File: src/design/ncl_pkg.sv
// Shared constants, types and checksum for the configuration loader link
package ncl_pkg;

  // ==========================================================
  // Clocks and timing
  localparam int CLK_HZ        = 10_000_000;
  localparam int CLK_MHZ       = CLK_HZ / 1_000_000;
  localparam int BURN_WAIT_MS  = 100;
  localparam int BURN_WAIT_CYC = BURN_WAIT_MS * (CLK_HZ / 1000);
  localparam int TMR_W         = 20;
  localparam int SLOT_CYC      = 1000;
  localparam logic [7:0] SS_STEP_CYC = 8'h0A;
  localparam int VREF_LSB_UV   = 10_000;
  localparam int SLEW_LO_NVUS  = 2600;
  localparam int SLEW_HI_NVUS  = 7800;
  localparam logic [7:0] SLEW_LO_CYC =
    8'(VREF_LSB_UV * CLK_MHZ / SLEW_LO_NVUS);
  localparam logic [7:0] SLEW_HI_CYC =
    8'(VREF_LSB_UV * CLK_MHZ / SLEW_HI_NVUS);
  localparam logic [3:0] SW_HALF_LAST = 4'h5;
  localparam logic [2:0] LCLK_HALF_LAST = 3'h7;

  // ==========================================================
  // Reference codes
  localparam int VREF_MIN_MV = 550;
  localparam int VREF_LSB_MV = 10;
  localparam int CLAMP_MV    = 1830;
  localparam logic [7:0] CLAMP_CODE =
    8'((CLAMP_MV - VREF_MIN_MV) / VREF_LSB_MV);
  typedef logic [3:0][7:0] ncl_vref_t;

  // ==========================================================
  // Device register map and fields
  localparam logic [6:0] A_CTRL = 7'h00;
  localparam logic [6:0] A_STAT = 7'h01;
  localparam logic [6:0] A_SS   = 7'h02;
  localparam logic [6:0] A_BURN = 7'h03;
  localparam logic [6:0] A_VREF = 7'h04;
  localparam logic [6:0] M_VREF = 7'h7C;
  localparam logic [6:0] A_NVM  = 7'h08;
  localparam logic [6:0] M_NVM  = 7'h78;
  localparam int B_BUSY   = 0;
  localparam int B_TRIPLE = 1;
  localparam int B_CLAMP  = 2;
  localparam int B_OVP    = 3;
  localparam int B_DISCH  = 4;
  localparam int B_PAR12  = 5;
  localparam int B_PAR34  = 6;
  localparam int B_SYNC   = 7;
  localparam int BURN_GO  = 0;
  localparam logic [7:0] BUSY_MASK = 8'h01;
  localparam logic [7:0] DEF_CTRL  = 8'h18;
  localparam logic [7:0] DEF_VREF  = 8'h2D;
  localparam logic [7:0] DEF_SS    = 8'h21;
  localparam logic [3:0] ALL_ON    = 4'hF;

  // ==========================================================
  // Nonvolatile store image
  localparam int NVM_DATA = 6;
  localparam int NVM_SIZE = 8;
  localparam int N_VREF   = 1;
  localparam int N_SS     = 5;
  localparam int CK_LO    = 6;
  localparam int CK_HI    = 7;
  localparam logic [1:0] NVM_MAX_BURNS = 2'h2;
  localparam logic [15:0] CKSUM_SEED   = 16'h5A5A;

  // ==========================================================
  // Link framing
  localparam logic [4:0] HDR_LAST   = 5'h07;
  localparam logic [4:0] HDR_BITS   = 5'h08;
  localparam logic [4:0] FRAME_LAST = 5'h0F;
  localparam logic [4:0] FRAME_BITS = 5'h10;

  // ==========================================================
  // Host register map
  localparam logic [7:0] H_CMD  = 8'h00;
  localparam logic [7:0] H_STAT = 8'h04;
  localparam logic [7:0] H_CTRL = 8'h08;

  // Rotate-and-add, same for burn and load
  function automatic logic [15:0] ncl_cksum(
    input logic [NVM_DATA*8-1:0] d);
    logic [15:0] c;
    c = CKSUM_SEED;
    for (int i = 0; i < NVM_DATA; i++) begin
      c = {c[14:0], c[15]} + {8'h00, d[8*i+:8]};
    end
    return c;
  endfunction

endpackage

File: src/design/ncl_link_if.sv
// Serial register link between host controller and loader device
`timescale 1ns/10ps
`default_nettype none
interface ncl_link_if;
  logic lclk;
  logic frame;
  logic mosi;
  logic miso;
  logic enable_sync_input;
  modport dev (input lclk, frame, mosi, enable_sync_input,
               output miso);
  modport host (output lclk, frame, mosi, enable_sync_input,
                input miso);
endinterface
`default_nettype wire

File: src/design/ncl_dev_end.sv
// Configuration loader device: registers, store, burn, sequencing
// What this block does
// Logic live once supply reset releases
// Copy store to registers at power-up, after burn
// Enable toggling never repeats the store copy
// Checksum-checked load, else defaults plus error flag
// Busy bit locks writes, reads still allowed
// Host burns only with good supply, else aborts
// Burn writes data plus 16-bit checksum
// Busy clears after 100 ms wait
// Regulators off during burn, resequence afterwards
// Host reads store back to verify burn
// Store burnable twice, readable over link
// Register writes act immediately
// Pairing bits sampled only at enable rise
// Host sets pairing before raising enable
// Paired channel follows first channel settings
// Supply reset clears every working register
// Over-temperature keeps register contents
// Triple select sets feedback gain three
// Voltage steps at slow or fast slew
// Clamp bit limits reference to 1.830V
// Soft start ramps reference after boost ready
// Shifted half-duty sync clock after sequencing
// One checksum function for burn and load
`timescale 1ns/10ps
`default_nettype none
module ncl_dev_end #(
  parameter int BURN_WAIT = ncl_pkg::BURN_WAIT_CYC
) (
  // Clock, reset, enable
  input  wire logic           MCLK,
  input  wire logic           SYS_RST,
  input  wire logic           CE,
  input  wire logic           NVM_BLANK,
  // Link to host
  ncl_link_if.dev             LINK,
  // Analog status
  input  wire logic           OVER_TEMP,
  input  wire logic           BOOST_READY,
  input  wire logic           ALL_SLEEP,
  // Regulator controls
  output logic [3:0]          BUCK_ON,
  output ncl_pkg::ncl_vref_t  VREF_CODE,
  output logic                FB_TRIPLE,
  output logic                OVP_EN,
  output logic                DISCH_EN,
  output logic [1:0]          PAIRING,
  output logic                SYNC_OUT_O,
  output logic                SYNC_OUT_OE,
  // Status
  output logic                CKSUM_ERR,
  output logic                NVM_BUSY
);
  import ncl_pkg::*;

  // ==========================================================
  // State
  typedef enum logic [2:0] {
    DS_LOAD, DS_RUN, DS_LOCK, DS_BURN, DS_WAIT
  } ncl_dst_t;

  typedef struct packed {
    ncl_dst_t              st;
    logic [7:0]            ctrl;
    logic [7:0]            ss;
    ncl_vref_t             vref;
    logic                  ckerr;
    logic [1:0]            par;
    logic [TMR_W-1:0]      tmr;
    logic [3:0]            on;
    ncl_vref_t             rf;
    logic [3:0][7:0]       rtmr;
    logic [3:0]            ssd;
    logic [2:0]            ls1;
    logic [2:0]            ls2;
    logic                  lclk_d;
    logic [4:0]            cnt;
    logic [15:0]           sh;
    logic [7:0]            rsh;
    logic                  miso;
    logic [3:0]            as1;
    logic [3:0]            as2;
    logic                  en_d;
    logic [3:0]            swc;
    logic                  swk;
    logic                  soe;
  } ncl_dev_s_t;

  ncl_dev_s_t             r_reg;
  ncl_dev_s_t             r_next;
  logic [7:0]             nvm [NVM_SIZE];
  logic [1:0]             burns_reg;
  logic                   nvm_we;
  logic [NVM_DATA*8-1:0]  ld;
  logic [NVM_DATA*8-1:0]  img;
  logic [15:0]            ck_img;
  logic                   match;
  logic                   rise;
  logic                   fall;
  logic                   wr;
  logic                   run_ok;
  logic [15:0]            nw;
  logic [TMR_W-1:0]       slot;

  // ==========================================================
  // Register read decode
  function automatic logic [7:0] rd(input logic [6:0] a);
    logic [7:0] v;
    v = 8'h00;
    if (a == A_CTRL) begin
      v = r_reg.ctrl;
    end else if (a == A_STAT) begin
      v = {1'b0, burns_reg, &r_reg.ssd, |r_reg.on,
           r_reg.par, r_reg.ckerr};
    end else if (a == A_SS) begin
      v = r_reg.ss;
    end else if ((a & M_VREF) == A_VREF) begin
      v = r_reg.vref[a[1:0]];
    end else if ((a & M_NVM) == A_NVM) begin
      v = nvm[a[2:0]];
    end
    return v;
  endfunction

  // ==========================================================
  // Next state
  always_comb begin
    int         src;
    logic [7:0] tgt;
    logic [7:0] step;
    src    = 0;
    tgt    = 8'h00;
    step   = 8'h00;
    r_next = r_reg;
    nvm_we = 1'b0;
    for (int i = 0; i < NVM_DATA; i++) begin
      ld[8*i+:8] = nvm[i];
    end
    match  = ncl_cksum(ld) == {nvm[CK_HI], nvm[CK_LO]};
    img    = {r_reg.ss, r_reg.vref, r_reg.ctrl & ~BUSY_MASK};
    ck_img = ncl_cksum(img);

    // Pin synchronisers
    r_next.ls1    = {LINK.lclk, LINK.frame, LINK.mosi};
    r_next.ls2    = r_reg.ls1;
    r_next.lclk_d = r_reg.ls2[2];
    r_next.as1    = {LINK.enable_sync_input, OVER_TEMP,
                     BOOST_READY, ALL_SLEEP};
    r_next.as2    = r_reg.as1;
    r_next.en_d   = r_reg.as2[3];
    rise = r_reg.ls2[2] & ~r_reg.lclk_d;
    fall = ~r_reg.ls2[2] & r_reg.lclk_d;
    nw   = {r_reg.sh[14:0], r_reg.ls2[0]};
    wr   = 1'b0;

    // Link receiver and read shifter
    if (!r_reg.ls2[1]) begin
      r_next.cnt  = 5'h00;
      r_next.miso = 1'b0;
    end else if (rise) begin
      r_next.sh  = nw;
      r_next.cnt = r_reg.cnt + 5'h01;
      if (r_reg.cnt == HDR_LAST && nw[7]) begin
        r_next.rsh = rd(nw[6:0]);
      end
      wr = (r_reg.cnt == FRAME_LAST) && !nw[15];
    end else if (fall && r_reg.cnt >= HDR_BITS) begin
      r_next.miso = r_reg.rsh[7];
      r_next.rsh  = {r_reg.rsh[6:0], 1'b0};
    end

    // Register writes
    if (wr && r_reg.st == DS_LOCK) begin
      if (nw[14:8] == A_BURN && nw[BURN_GO]) begin
        r_next.st = DS_BURN;
      end else if (nw[14:8] == A_BURN) begin
        r_next.st = DS_RUN;
        r_next.ctrl[B_BUSY] = 1'b0;
      end
    end else if (wr && r_reg.st == DS_RUN) begin
      if (nw[14:8] == A_CTRL) begin
        r_next.ctrl = nw[7:0];
        if (nw[B_BUSY]) begin
          r_next.st = DS_LOCK;
        end
      end else if (nw[14:8] == A_SS) begin
        r_next.ss = nw[7:0];
      end else if ((nw[14:8] & M_VREF) == A_VREF) begin
        r_next.vref[nw[9:8]] = nw[7:0];
      end
    end

    // Pairing latched at enable rise only
    if (r_reg.as2[3] && !r_reg.en_d) begin
      r_next.par = {r_reg.ctrl[B_PAR34], r_reg.ctrl[B_PAR12]};
    end

    // Power-on sequencer, one channel per slot
    run_ok = r_reg.as2[3] && !r_reg.as2[2] &&
             (r_reg.st == DS_RUN || r_reg.st == DS_LOCK);
    slot = TMR_W'(r_reg.ss[3:0]) * TMR_W'(SLOT_CYC)
         + TMR_W'(SLOT_CYC);
    if (!run_ok) begin
      r_next.on = 4'h0;
      if (r_reg.st != DS_WAIT) begin
        r_next.tmr = '0;
      end
    end else if (r_reg.on != ALL_ON) begin
      if (r_reg.tmr >= slot - TMR_W'(1)) begin
        r_next.tmr = '0;
        r_next.on  = {r_reg.on[2:0], 1'b1};
      end else begin
        r_next.tmr = r_reg.tmr + TMR_W'(1);
      end
    end

    // Control sequence
    case (r_reg.st)
      DS_LOAD: begin
        r_next.tmr = '0;
        if (match) begin
          r_next.ctrl  = ld[7:0] & ~BUSY_MASK;
          r_next.vref  = ld[8*N_VREF+:32];
          r_next.ss    = ld[8*N_SS+:8];
          r_next.ckerr = 1'b0;
        end else begin
          r_next.ctrl  = DEF_CTRL;
          r_next.vref  = {4{DEF_VREF}};
          r_next.ss    = DEF_SS;
          r_next.ckerr = 1'b1;
        end
        r_next.st = DS_RUN;
      end
      DS_BURN: begin
        nvm_we     = burns_reg < NVM_MAX_BURNS;
        r_next.tmr = '0;
        r_next.st  = DS_WAIT;
      end
      DS_WAIT: begin
        if (r_reg.tmr == TMR_W'(BURN_WAIT - 1)) begin
          r_next.st = DS_LOAD;
        end else begin
          r_next.tmr = r_reg.tmr + TMR_W'(1);
        end
      end
      default: begin
      end
    endcase

    // Reference ramp per channel
    for (int i = 0; i < 4; i++) begin
      src = i;
      if ((i == 1 && r_reg.par[0]) || (i == 3 && r_reg.par[1])) begin
        src = i - 1;
      end
      tgt = r_reg.vref[src];
      if (r_reg.ctrl[B_CLAMP] && tgt > CLAMP_CODE) begin
        tgt = CLAMP_CODE;
      end
      if (!r_reg.ssd[i]) begin
        step = 8'(r_reg.ss[7:4]) * SS_STEP_CYC + SS_STEP_CYC;
      end else if (src == 0 && r_reg.ctrl[B_TRIPLE]) begin
        step = SLEW_HI_CYC;
      end else begin
        step = SLEW_LO_CYC;
      end
      if (!r_reg.on[i]) begin
        r_next.rf[i]   = 8'h00;
        r_next.ssd[i]  = 1'b0;
        r_next.rtmr[i] = 8'h00;
      end else if (r_reg.as2[1]) begin
        if (r_reg.rf[i] == tgt) begin
          r_next.ssd[i]  = 1'b1;
          r_next.rtmr[i] = 8'h00;
        end else if (r_reg.rtmr[i] >= step - 8'h01) begin
          r_next.rtmr[i] = 8'h00;
          r_next.rf[i] = (tgt > r_reg.rf[i]) ? r_reg.rf[i] + 8'h01
                                             : r_reg.rf[i] - 8'h01;
        end else begin
          r_next.rtmr[i] = r_reg.rtmr[i] + 8'h01;
        end
      end
    end

    // Sync clock out, pulled low while internal clock is high
    if (r_reg.swc == SW_HALF_LAST) begin
      r_next.swc = 4'h0;
      r_next.swk = ~r_reg.swk;
    end else begin
      r_next.swc = r_reg.swc + 4'h1;
    end
    r_next.soe = r_reg.ctrl[B_SYNC] && r_reg.on == ALL_ON &&
                 !r_reg.as2[0] && r_reg.swk;
  end

  // ==========================================================
  // Registers; supply reset clears all working state
  always_ff @(posedge MCLK) begin
    if (SYS_RST) begin
      r_reg <= '0;
    end else if (CE) begin
      r_reg <= r_next;
    end
  end

  // Store survives supply reset; blank only by factory strobe
  always_ff @(posedge MCLK) begin
    if (CE) begin
      if (NVM_BLANK) begin
        for (int i = 0; i < NVM_SIZE; i++) begin
          nvm[i] <= 8'h00;
        end
        burns_reg <= 2'h0;
      end else if (nvm_we) begin
        for (int i = 0; i < NVM_DATA; i++) begin
          nvm[i] <= img[8*i+:8];
        end
        nvm[CK_LO] <= ck_img[7:0];
        nvm[CK_HI] <= ck_img[15:8];
        burns_reg  <= burns_reg + 2'h1;
      end
    end
  end

  // ==========================================================
  // Outputs
  assign BUCK_ON     = r_reg.on;
  assign VREF_CODE   = r_reg.rf;
  assign FB_TRIPLE   = r_reg.ctrl[B_TRIPLE];
  assign OVP_EN      = r_reg.ctrl[B_OVP];
  assign DISCH_EN    = r_reg.ctrl[B_DISCH];
  assign PAIRING     = r_reg.par;
  assign SYNC_OUT_O  = 1'b0;
  assign SYNC_OUT_OE = r_reg.soe;
  assign CKSUM_ERR   = r_reg.ckerr;
  assign NVM_BUSY    = r_reg.ctrl[B_BUSY];
  assign LINK.miso   = r_reg.miso;

endmodule
`default_nettype wire

File: src/flat_wrapper.sv
// flat-port wrapper written by rule: the top's interface ports become plain ports
module ncl_dev_end_flat import ncl_pkg::*;
#(
  parameter int BURN_WAIT = ncl_pkg::BURN_WAIT_CYC
)
  (MCLK, SYS_RST, CE, NVM_BLANK, OVER_TEMP, BOOST_READY, ALL_SLEEP, BUCK_ON, VREF_CODE, FB_TRIPLE, OVP_EN, DISCH_EN, PAIRING, SYNC_OUT_O, SYNC_OUT_OE, CKSUM_ERR, NVM_BUSY, LINK_lclk, LINK_frame, LINK_mosi, LINK_enable_sync_input, LINK_miso);
  ncl_link_if LINK_i ();
  input  wire logic MCLK;
  input  wire logic SYS_RST;
  input  wire logic CE;
  input  wire logic NVM_BLANK;
  input  wire logic OVER_TEMP;
  input  wire logic BOOST_READY;
  input  wire logic ALL_SLEEP;
  output logic [3:0] BUCK_ON;
  output ncl_pkg::ncl_vref_t VREF_CODE;
  output logic FB_TRIPLE;
  output logic OVP_EN;
  output logic DISCH_EN;
  output logic [1:0] PAIRING;
  output logic SYNC_OUT_O;
  output logic SYNC_OUT_OE;
  output logic CKSUM_ERR;
  output logic NVM_BUSY;
  input wire logic [$bits(LINK_i.lclk)-1:0] LINK_lclk;
  input wire logic [$bits(LINK_i.frame)-1:0] LINK_frame;
  input wire logic [$bits(LINK_i.mosi)-1:0] LINK_mosi;
  input wire logic [$bits(LINK_i.enable_sync_input)-1:0] LINK_enable_sync_input;
  output wire logic [$bits(LINK_i.miso)-1:0] LINK_miso;
  assign LINK_i.lclk = LINK_lclk;
  assign LINK_i.frame = LINK_frame;
  assign LINK_i.mosi = LINK_mosi;
  assign LINK_i.enable_sync_input = LINK_enable_sync_input;
  assign LINK_miso = LINK_i.miso;
  ncl_dev_end #(.BURN_WAIT(BURN_WAIT)) u_core (.MCLK(MCLK), .SYS_RST(SYS_RST), .CE(CE), .NVM_BLANK(NVM_BLANK), .LINK(LINK_i), .OVER_TEMP(OVER_TEMP), .BOOST_READY(BOOST_READY), .ALL_SLEEP(ALL_SLEEP), .BUCK_ON(BUCK_ON), .VREF_CODE(VREF_CODE), .FB_TRIPLE(FB_TRIPLE), .OVP_EN(OVP_EN), .DISCH_EN(DISCH_EN), .PAIRING(PAIRING), .SYNC_OUT_O(SYNC_OUT_O), .SYNC_OUT_OE(SYNC_OUT_OE), .CKSUM_ERR(CKSUM_ERR), .NVM_BUSY(NVM_BUSY));
endmodule
File: config.mk
export PLATFORM = sky130hd
export DESIGN_NAME = ncl_dev_end_flat
export DESIGN_NICKNAME = d
export VERILOG_FILES = /design/src/design/ncl_pkg.sv /design/src/design/ncl_link_if.sv /design/src/design/ncl_dev_end.sv /design/src/flat_wrapper.sv
export SDC_FILE = /design/constraint.sdc
export NUM_CORES = 1
export LEC_CHECK = 0
export ABC_AREA = 1
export ABC_CLOCK_PERIOD_IN_PS = 7500
export BUFFER_PORTS_ARGS = -buffer_cell sky130_fd_sc_hd__buf_2
export CORE_AREA = 2 2 185 224
export CTS_CLUSTER_SIZE = 14
export DETAILED_ROUTE_END_ITERATION = 16
export DIE_AREA = 0 0 187 226
export HOLD_SLACK_MARGIN = 0.05
export PLACE_DENSITY = 0.71
export REMOVE_ABC_BUFFERS = 1
export SLEW_MARGIN = 20
export SYNTH_ARGS = -nofsm -noshare
export SYNTH_HDL_FRONTEND = slang
export SYNTH_SLANG_ARGS = --single-unit
File: constraint.sdc
create_clock -name MCLK -period 7.5 [get_ports MCLK]
set_input_delay 0 -clock MCLK [delete_from_list [all_inputs] [get_ports MCLK]]
set_output_delay 0 -clock MCLK [all_outputs]
set_load 0.01 [all_outputs]
# Yosys cells after proc, flatten, opt, wreduce, memory -nomap -nowiden
# Memory sizes are Yosys's and may differ from the RTL's.
# Cells that the tools add are included.
[op_classes] n_mul=2 addsub=35 magnitude_cmp=20 reduce_logical=65 eq_ne=50 bitwise=13 n_mux=130
[op_table] op="2-to-1 mux 8 bit" n=66
[op_table] op="adder 16 x 8 -> 16 bit" n=10
[op_table] op="2-to-1 mux 49 bit" n=2
[op_table] op="2-to-1 mux 40 bit" n=2
[op_table] op="adder 8 x 1 -> 8 bit, second input constant" n=8
[op_table] op="zero test 32 bit" n=2
[op_table] op="2-to-1 mux 32 bit" n=2
[op_table] op="subtractor 8 x 1 -> 8 bit, second input constant" n=8
[op_table] op="2-to-1 mux 20 bit" n=3
[op_table] op="2-to-1 mux 51 bit" n=1
[op_table] op="inequality test 2 bit, second input constant" n=25
[op_table] op="binary-select mux 8 bit (select 2 bit)" n=3
[op_table] op="2-to-1 mux 24 bit" n=2
[op_table] op="one-hot mux 20 bit (2 select lines)" n=1
[op_table] op="adder 16 x 8 -> 16 bit, first input constant" n=2
[op_table] op="bitwise mux 32 bit" n=1
[op_table] op="equality test 8 bit" n=4
[op_table] op=">= comparator 8 bit" n=4
[op_table] op="greater-than comparator 8 bit" n=4
[op_table] op="greater-than comparator 8 bit, second input constant" n=4
[op_table] op="2-to-1 mux 1 bit" n=29
[op_table] op="AND reduction 4 bit" n=7
[op_table] op="equality test 7 x 2 -> 1 bit, second input constant" n=3
[op_table] op="2-to-1 mux 21 bit" n=1
[op_table] op="other kinds (55)" n=121
[totals] ram_bits=64 input_bits=11 wordCells=354 register_bits=200 n_memories=1 output_inout_bits=46
[memory_table] memory="u_core.nvm" words=8 word_bits=8 rd=9 rd_clocked_by_memory_dff=0 write_ports=8 line_no="ncl_dev_end.sv:92" source="logic [7:0] nvm [NVM_SIZE];"

# Depth between registers and ports, before layout
# Gate-level depths: netlist of the first run.
[logic_depth] word_depth=13 ltp_mapped=48 mapped_depth_nobuf=47

# Least setup slack after synthesis of the first run
# Ideal clock, no wire load.
[synth_timing] kind="reg-to-reg" start="memory u_core.nvm[0][1]" end="register u_core.r_reg, in the netlist u_core.img[6]" path_buffers=2 setup_time_ps=70 setup_slack_ps=1617 synth_period_minus_slack_ps=5883 stages_incl_launch_ff=43 arrival_time_ps=5813 cell_sequence="edfxtp_1 > ha_1 > xor2_1 > ha_1 > a21oi_1 > nand2_1 > xor2_1 > inv_1 > ha_1 > inv_1 > xor2_1 > ha_1 > nand2_1 > nor2_1 > nand2_1 > nand2_1 > nand2_1 > a21oi_1 > [7 not listed] > inv_1 > nand3_1 > nand2_1 > a21oi_1 > nor2_1 > nand3_1 > nand3b_1 > nor2_1 > nand3_1 > nor2_1 > inv_1 > nand2_1 > nand2_1 > nor2_2 > buf_4 > buf_6 > nand4_1 > a21oi_1"
[synth_rtl] item="from (decl)" line_no="ncl_dev_end.sv:92"
[synth_rtl] item="to (signal assigned)" line_no="ncl_dev_end.sv:303" source="r_reg <= r_next;"
[synth_rtl] item="to (decl)" line_no="ncl_dev_end.sv:90" source="ncl_dev_s_t r_reg;"

==> flow_summary.toml, run 1 <==
[logic_synthesis]
netlist-cell-type-count = 55
synth.cell_area_sq_um = 21800
ys.flop_type = "dfxtp_1"
ys_warn_count = 0
avgSynthCellArea_sq_um = 6.92
yosys.area.top_type = "dfxtp_1"
seq_area_frac_synth = 0.271
synth_edf_count = 65
synthTopCellsByArea = "dfxtp_1, ha_1, nand2_1"
synth-async-reset-ratio = 0
synth_top_area_frac = 0.181
syn_inst = 3151
ys_ff_latch = 262

[sta]
fin_worst_skew_ns = 0.0174
final.min_clock_period_ns = 6.80
grt_setup_unrepaired = "false"
finalCritPeriodShare = 0.907
setup_violations = 0
whs_ns = 0.140
slew_headroom = 0.301
hold_viol_final = 0
finalWorstSetupSlack_ns = 0.701
setup_tns_ns = 0
worst_pin_slew_ns = 1.04
max_freq_ghz = 0.147
slew_viol_final = 0

[critical_path]
timing.rr.start = "u_core.nvm[0][2]$_SDFFCE_PN0P_"
critPathCapture = "u_core.img[10]$_SDFFE_PP0P_"
slowest_delay_ns = 0.45
worstSetupStartpointType = "register"
crit_arrival_ns = 7.25
worstPathRequired_ns = 7.95
r2r_end = "u_core.img[10]$_SDFFE_PP0P_"
r2r_cells = 43
crit_slowest_cell = "edfxtp_1"
worst_setup_path_end_kind = "register"
cp_max_fo = 32
path_class = "reg -> reg"
rrSetupSlack_ns = 0.70
crit_top_cell = "nand2_1"
critical_path.startpoint = "u_core.nvm[0][2]$_SDFFCE_PN0P_"

[drt]
drt_iter0_drc = 1713
drc = 0
wl_per_cell_um = 18.5
vias = 21500
drt_pass1_iterations = 6
wl_um = 68800
antenna_left = 0
route.detailed.vias_per_inst = 5.78

[pwr]
p_sw_mw = 2.16
vdd.ir_drop.worst_v = 0.000199
p_comb_frac = 0.416
swShare = 0.407
power_leakage_nw = 10.7
clkPwrFrac = 0.272
internal_power_mw = 3.14
seq_power_share = 0.313
p_per_area_nw_per_um2 = 226

[placement]
gp_congestion = 1.00
dp_hpwl_um = 52200
portBuffers = 55
dp_slack_ns = 0.655
place_area_sq_um = 22300

[finish]
fillers = 3888
finalInstanceArea_sq_um = 23400
final-seq-area_sq_um = 5900
mostFrequentLayoutCell = "nand2_1"
largest_register_ffs = 83
fin_nets = 3398
syn_to_final_growth_pct = 7.58
drive_gt1_frac = 0.0623
multiInputGateArea_sq_um = 13600
mostFrequentLayoutCells = "nand2_1, inv_1, nor2_1"

[run_status]
status = "completed"

[global_route]
grt_util_all_layers = 0.320
grt_pass1_wl_um = 109000
antenna_found_initial = 0
grt_max_degree = 122
grt-ovfl-total = 0
grt_pass1_vias = 20200

[die]
pin_count = 57
core_sq_um = 40200
die-area_sq_um = 42300
die_x_um = 187
rows = 81
fp.dieH_um = 226
start_util = 0.542

[cts]
worstSkewPairLatency_ns = 0.57
cts_max_level = 1
clock_path_buffers = 3
clkTransAtPathRegs_ns = 0.07
clock-root-buffer = "clkbuf_16"
cts_tree = "done"
numCtsBuffers = 27
cts.sinks = 262

[min_path]
min_path_type = "in -> reg"
hp-start = "SYS_RST"

[run]
drv_cap = 0
==> layout make-up <==
| class | count | area share |
|---|---|---|
| antenna | 1 | 0.000107 |
| clock buffer | 30 | 0.0293 |
| clock inverter | 19 | 0.00987 |
| inverter | 442 | 0.0708 |
| multi-input combinational | 2324 | 0.581 |
| sequential | 262 | 0.251 |
| tap | 539 | 0.0288 |
| timing repair buffer | 99 | 0.0291 |
==> kinds of logic after synthesis <==
group	count (synthesis)	synth area share
other	2	0.000345
XOR/XNOR	149	0.0599
AND/OR/NAND/NOR	1213	0.237
flip-flops	262	0.271
buffers and inverters	570	0.107
adder cells (fa/ha/maj)	231	0.140
AO/OA/AOI/OAI	724	0.186
==> power by group through the flow <==
stage	Sequential (mW)	Combinational (mW)	Clock [mW]
5_1_grt	1.66	2.50	1.50
4_1_cts	1.65	2.17	1.45
2_1_floorplan	1.63	1.62	0
6_report	1.66	2.20	1.44
3_3_place_gp	1.68	2.08	0
3_5_place_dp	1.68	2.15	0
==> through the flow <==
step	power [mW]	utilization	instances
after floorplan	3.25	-	3028
after global placement	3.77	0.555	3648
after detailed placement	3.83	0.555	3648
after CTS	5.27	0.580	3706
after global routing	5.65	0.583	3715
final	5.30	0.583	3716
==> routing by layer <==
metal  track usage  up-vias  routed length, um
li1              -    10500                  -
met4         0.186        0               4470
met5             0        -                  0
met1         0.386     9894              27500
met2         0.549      861              31900
met3        0.0424      217               4970
==> worst min-delay path by stage <==
| stage | to | cells past startpoint |
|---|---|---|
| global route | u_core.r_reg[128]$_SDFFE_PP0P_ | 3 |
| floorplan | u_core.BUCK_ON[1]$_SDFFE_PP0P_ | 1 |
| global placement | u_core.r_next[8]$_SDFFE_PP0P_ | 3 |
| finish | u_core.r_reg[128]$_SDFFE_PP0P_ | 3 |
| CTS | u_core.r_reg[68]$_SDFFE_PP0P_ | 3 |
| detailed placement | u_core.r_next[8]$_SDFFE_PP0P_ | 3 |
==> critical path: cells and delay by family, from the launching register on <==
family | cells | cell delay (ns)
AND/OR/NAND/NOR | 25 | 2.85
adder cells (fa/ha/maj) | 6 | 1.95
flip-flops | 1 | 0.45
AO/OA/AOI/OAI | 3 | 0.38
buffers and inverters | 7 | 0.71
XOR/XNOR | 2 | 0.33
==> timing repair <==
item                                    in CTS  in global routing
resized for setup                            0                  0
setup buffers                                0                  9
hold endpoints to repair                    11                  0
hold buffers                                 9                  0
endpoints found under the setup margin       0                 33
==> synth_stat cells, types with 11 or more instances <==
library cell,n
nand2_1,529
fa_1,20
ha_1,211
o221ai_1,15
a211oi_1,19
a22oi_1,11
edfxtp_1,65
nor3_1,39
dfxtp_1,197
a31oi_1,26
inv_1,425
nand4_1,52
inv_2,14
or2_2,22
a221oi_1,17
nand3_1,134
nand3b_1,23
clkbuf_1,76
nor2_1,371
buf_4,41
xor2_1,100
xnor2_1,49
a21oi_1,326
o21ai_0,238
Note: power is estimated with default switching activity, not from simulation.
==> inputs of run 2 (changes only) <==
--- a/config.mk
+++ b/config.mk
@@ -8,10 +8,10 @@
 export ABC_AREA = 1
 export ABC_CLOCK_PERIOD_IN_PS = 7500
 export BUFFER_PORTS_ARGS = -buffer_cell sky130_fd_sc_hd__buf_2
-export CORE_AREA = 2 2 185 224
+export CORE_AREA = 8 8 191 230
 export CTS_CLUSTER_SIZE = 14
 export DETAILED_ROUTE_END_ITERATION = 16
-export DIE_AREA = 0 0 187 226
+export DIE_AREA = 0 0 199 238
 export HOLD_SLACK_MARGIN = 0.05
 export PLACE_DENSITY = 0.71
 export REMOVE_ABC_BUFFERS = 1
==> constraint.sdc (replaced) <==
create_clock -name MCLK -period 7.5 [get_ports MCLK]
set_input_delay 0.75 -clock MCLK [delete_from_list [all_inputs] [get_ports MCLK]]
set_output_delay 0.75 -clock MCLK [all_outputs]
set_load 0.005 [all_outputs]
==> flow_summary.toml, run 2 (same netlist as run 1, synthesis figures left out) <==
[drt]
wl_per_cell_um = 18.7
drt_iter0_drc = 1624
drc = 0
wl_um = 69300
drt_pass1_iterations = 7
antenna_left = 0
route.detailed.vias_per_inst = 5.82
vias = 21500

[die]
core_sq_um = 40200
pin_count = 57
rows = 81
start_util = 0.542
die-area_sq_um = 47400
die_x_um = 199
fp.dieH_um = 238

[sta]
finalWorstSetupSlack_ns = 0.759
grt_setup_unrepaired = "false"
hold_viol_final = 0
finalCritPeriodShare = 0.899
slew_headroom = 0.247
worst_pin_slew_ns = 1.13
max_freq_ghz = 0.148
final.min_clock_period_ns = 6.74
setup_violations = 0
fin_worst_skew_ns = 0.0115
setup_tns_ns = 0
slew_viol_final = 0

[global_route]
grt_pass1_vias = 20200
grt-ovfl-total = 0
grt_pass1_wl_um = 108000
antenna_found_initial = 0
grt_util_all_layers = 0.284
grt_max_degree = 117

[finish]
diodes = 0
mostFrequentLayoutCells = "nand2_1, inv_1, nor2_1"
multiInputGateArea_sq_um = 13600
final-seq-area_sq_um = 5900
fillers = 3919
post-route-util = 0.577
fin_nets = 3383
mostFrequentLayoutCell = "nand2_1"
finalNonFillerCells = 3700
syn_to_final_growth_pct = 6.56
largest_register_ffs = 83
drive_gt1_frac = 0.0607

[cts]
cts_tree = "done"
numCtsBuffers = 27
cts_max_level = 1
clock-root-buffer = "clkbuf_16"
clkTransAtPathRegs_ns = 0.06
cts.sinks = 262
clock_path_buffers = 3
worstSkewPairLatency_ns = 0.55

[critical_path]
cp_max_fo = 37
worstPathRequired_ns = 7.94
critPathTopFamily = "simple AND/OR/NAND/NOR gates"
crit_top_cell = "nand2_1"
crit_slowest_cell = "edfxtp_1"
timing.rr.start = "u_core.nvm[0][2]$_SDFFCE_PN0P_"
cp_num_buf_inv = 5
worst_setup_path_end_kind = "register"
path_class = "reg -> reg"
crit_arrival_ns = 7.18
worstSetupStartpointType = "register"
slowest_delay_ns = 0.45
critical_path.startpoint = "u_core.nvm[0][2]$_SDFFCE_PN0P_"

[pwr]
vdd.ir_drop.worst_v = 0.000190
p_per_area_nw_per_um2 = 223
power_leakage_nw = 10.6
p_total_mw = 5.19

[placement]
dp_slack_ns = 0.642
portBuffers = 55
gp_congestion = 1.04
dp.cells = 3646
dp_hpwl_um = 52700

[run]
drv_cap = 0

[min_path]
min_path_type = "in -> reg"
hp-start = "BOOST_READY"

[run_status]
status = "completed"
run 2: cell count changes in the layout (fill, tap and decap cells not counted), sizes merged:
cell | before | now
clkinvlp | 7 | 2
clkinv | 10 | 14
clkbuf | 30 | 33
bufinv | 5 | 2
inv | 439 | 440
buf | 90 | 84
diode | 1 | 0
dlygate4sd3 | 9 | 0
run 2: path summary, 6_finish.rpt:
check | slack [ns] | endpoint | depth (start not counted)
min | 0.43 | u_core.r_next[8]$_SDFFE_PP0P_ | 3
max | 0.76 | u_core.img[13]$_SDFFE_PP0P_ | 42
min reg2reg | 0.47 | u_core.r_reg[6]$_SDFFE_PP0P_ | 2
max reg2reg | 0.76 | u_core.img[13]$_SDFFE_PP0P_ | 42
run 2: metal layers:
metal	global-route usage	wire length, um
met5	0	0
met1	0.351	28100
met4	0.157	4100
met3	0.0306	4680
met2	0.477	32400
run 2: repair_timing:
| action | CTS | global route |
|---|---|---|
| endpoints found under the hold margin | 0 | 0 |
| hold buffers | 0 | 0 |
| gates resized for setup | 0 | 1 |
| endpoints found under the setup margin | 0 | 43 |
| setup buffers | 0 | 5 |
run 2: metrics by stage:
stage / hold WS (ns) / instance area, sq um
floorplan: 0.435 / 21100
global placement: 0.450 / 22300
detailed placement: 0.460 / 22300
CTS: 0.410 / 23200
global route: 0.427 / 23200
finish: 0.427 / 23200
run 2: cell type report:
| class | instances | area share |
|---|---|---|
| multi-input cells | 2324 | 0.586 |
| well taps | 539 | 0.0290 |
| flip-flops and latches | 262 | 0.254 |
| repair buffers | 84 | 0.0228 |
| inverters | 442 | 0.0714 |
| clock buffers | 33 | 0.0305 |
| clock inverters | 16 | 0.00587 |
run 2: worst min-delay path, delay by kind of cell:
kind | cells | cell delay (ns)
AND/OR/NAND/NOR | 2 | 0.11
buffers and inverters | 1 | 0.08
run 2: power by group:
part	internal (mW)	switching (mW)	total, mW	leakage [nW]
combinational	0.773	1.42	2.19	7.98
clock	0.741	0.604	1.34	0.415
sequential	1.53	0.120	1.65	2.23
total	3.05	2.14	5.19	10.6
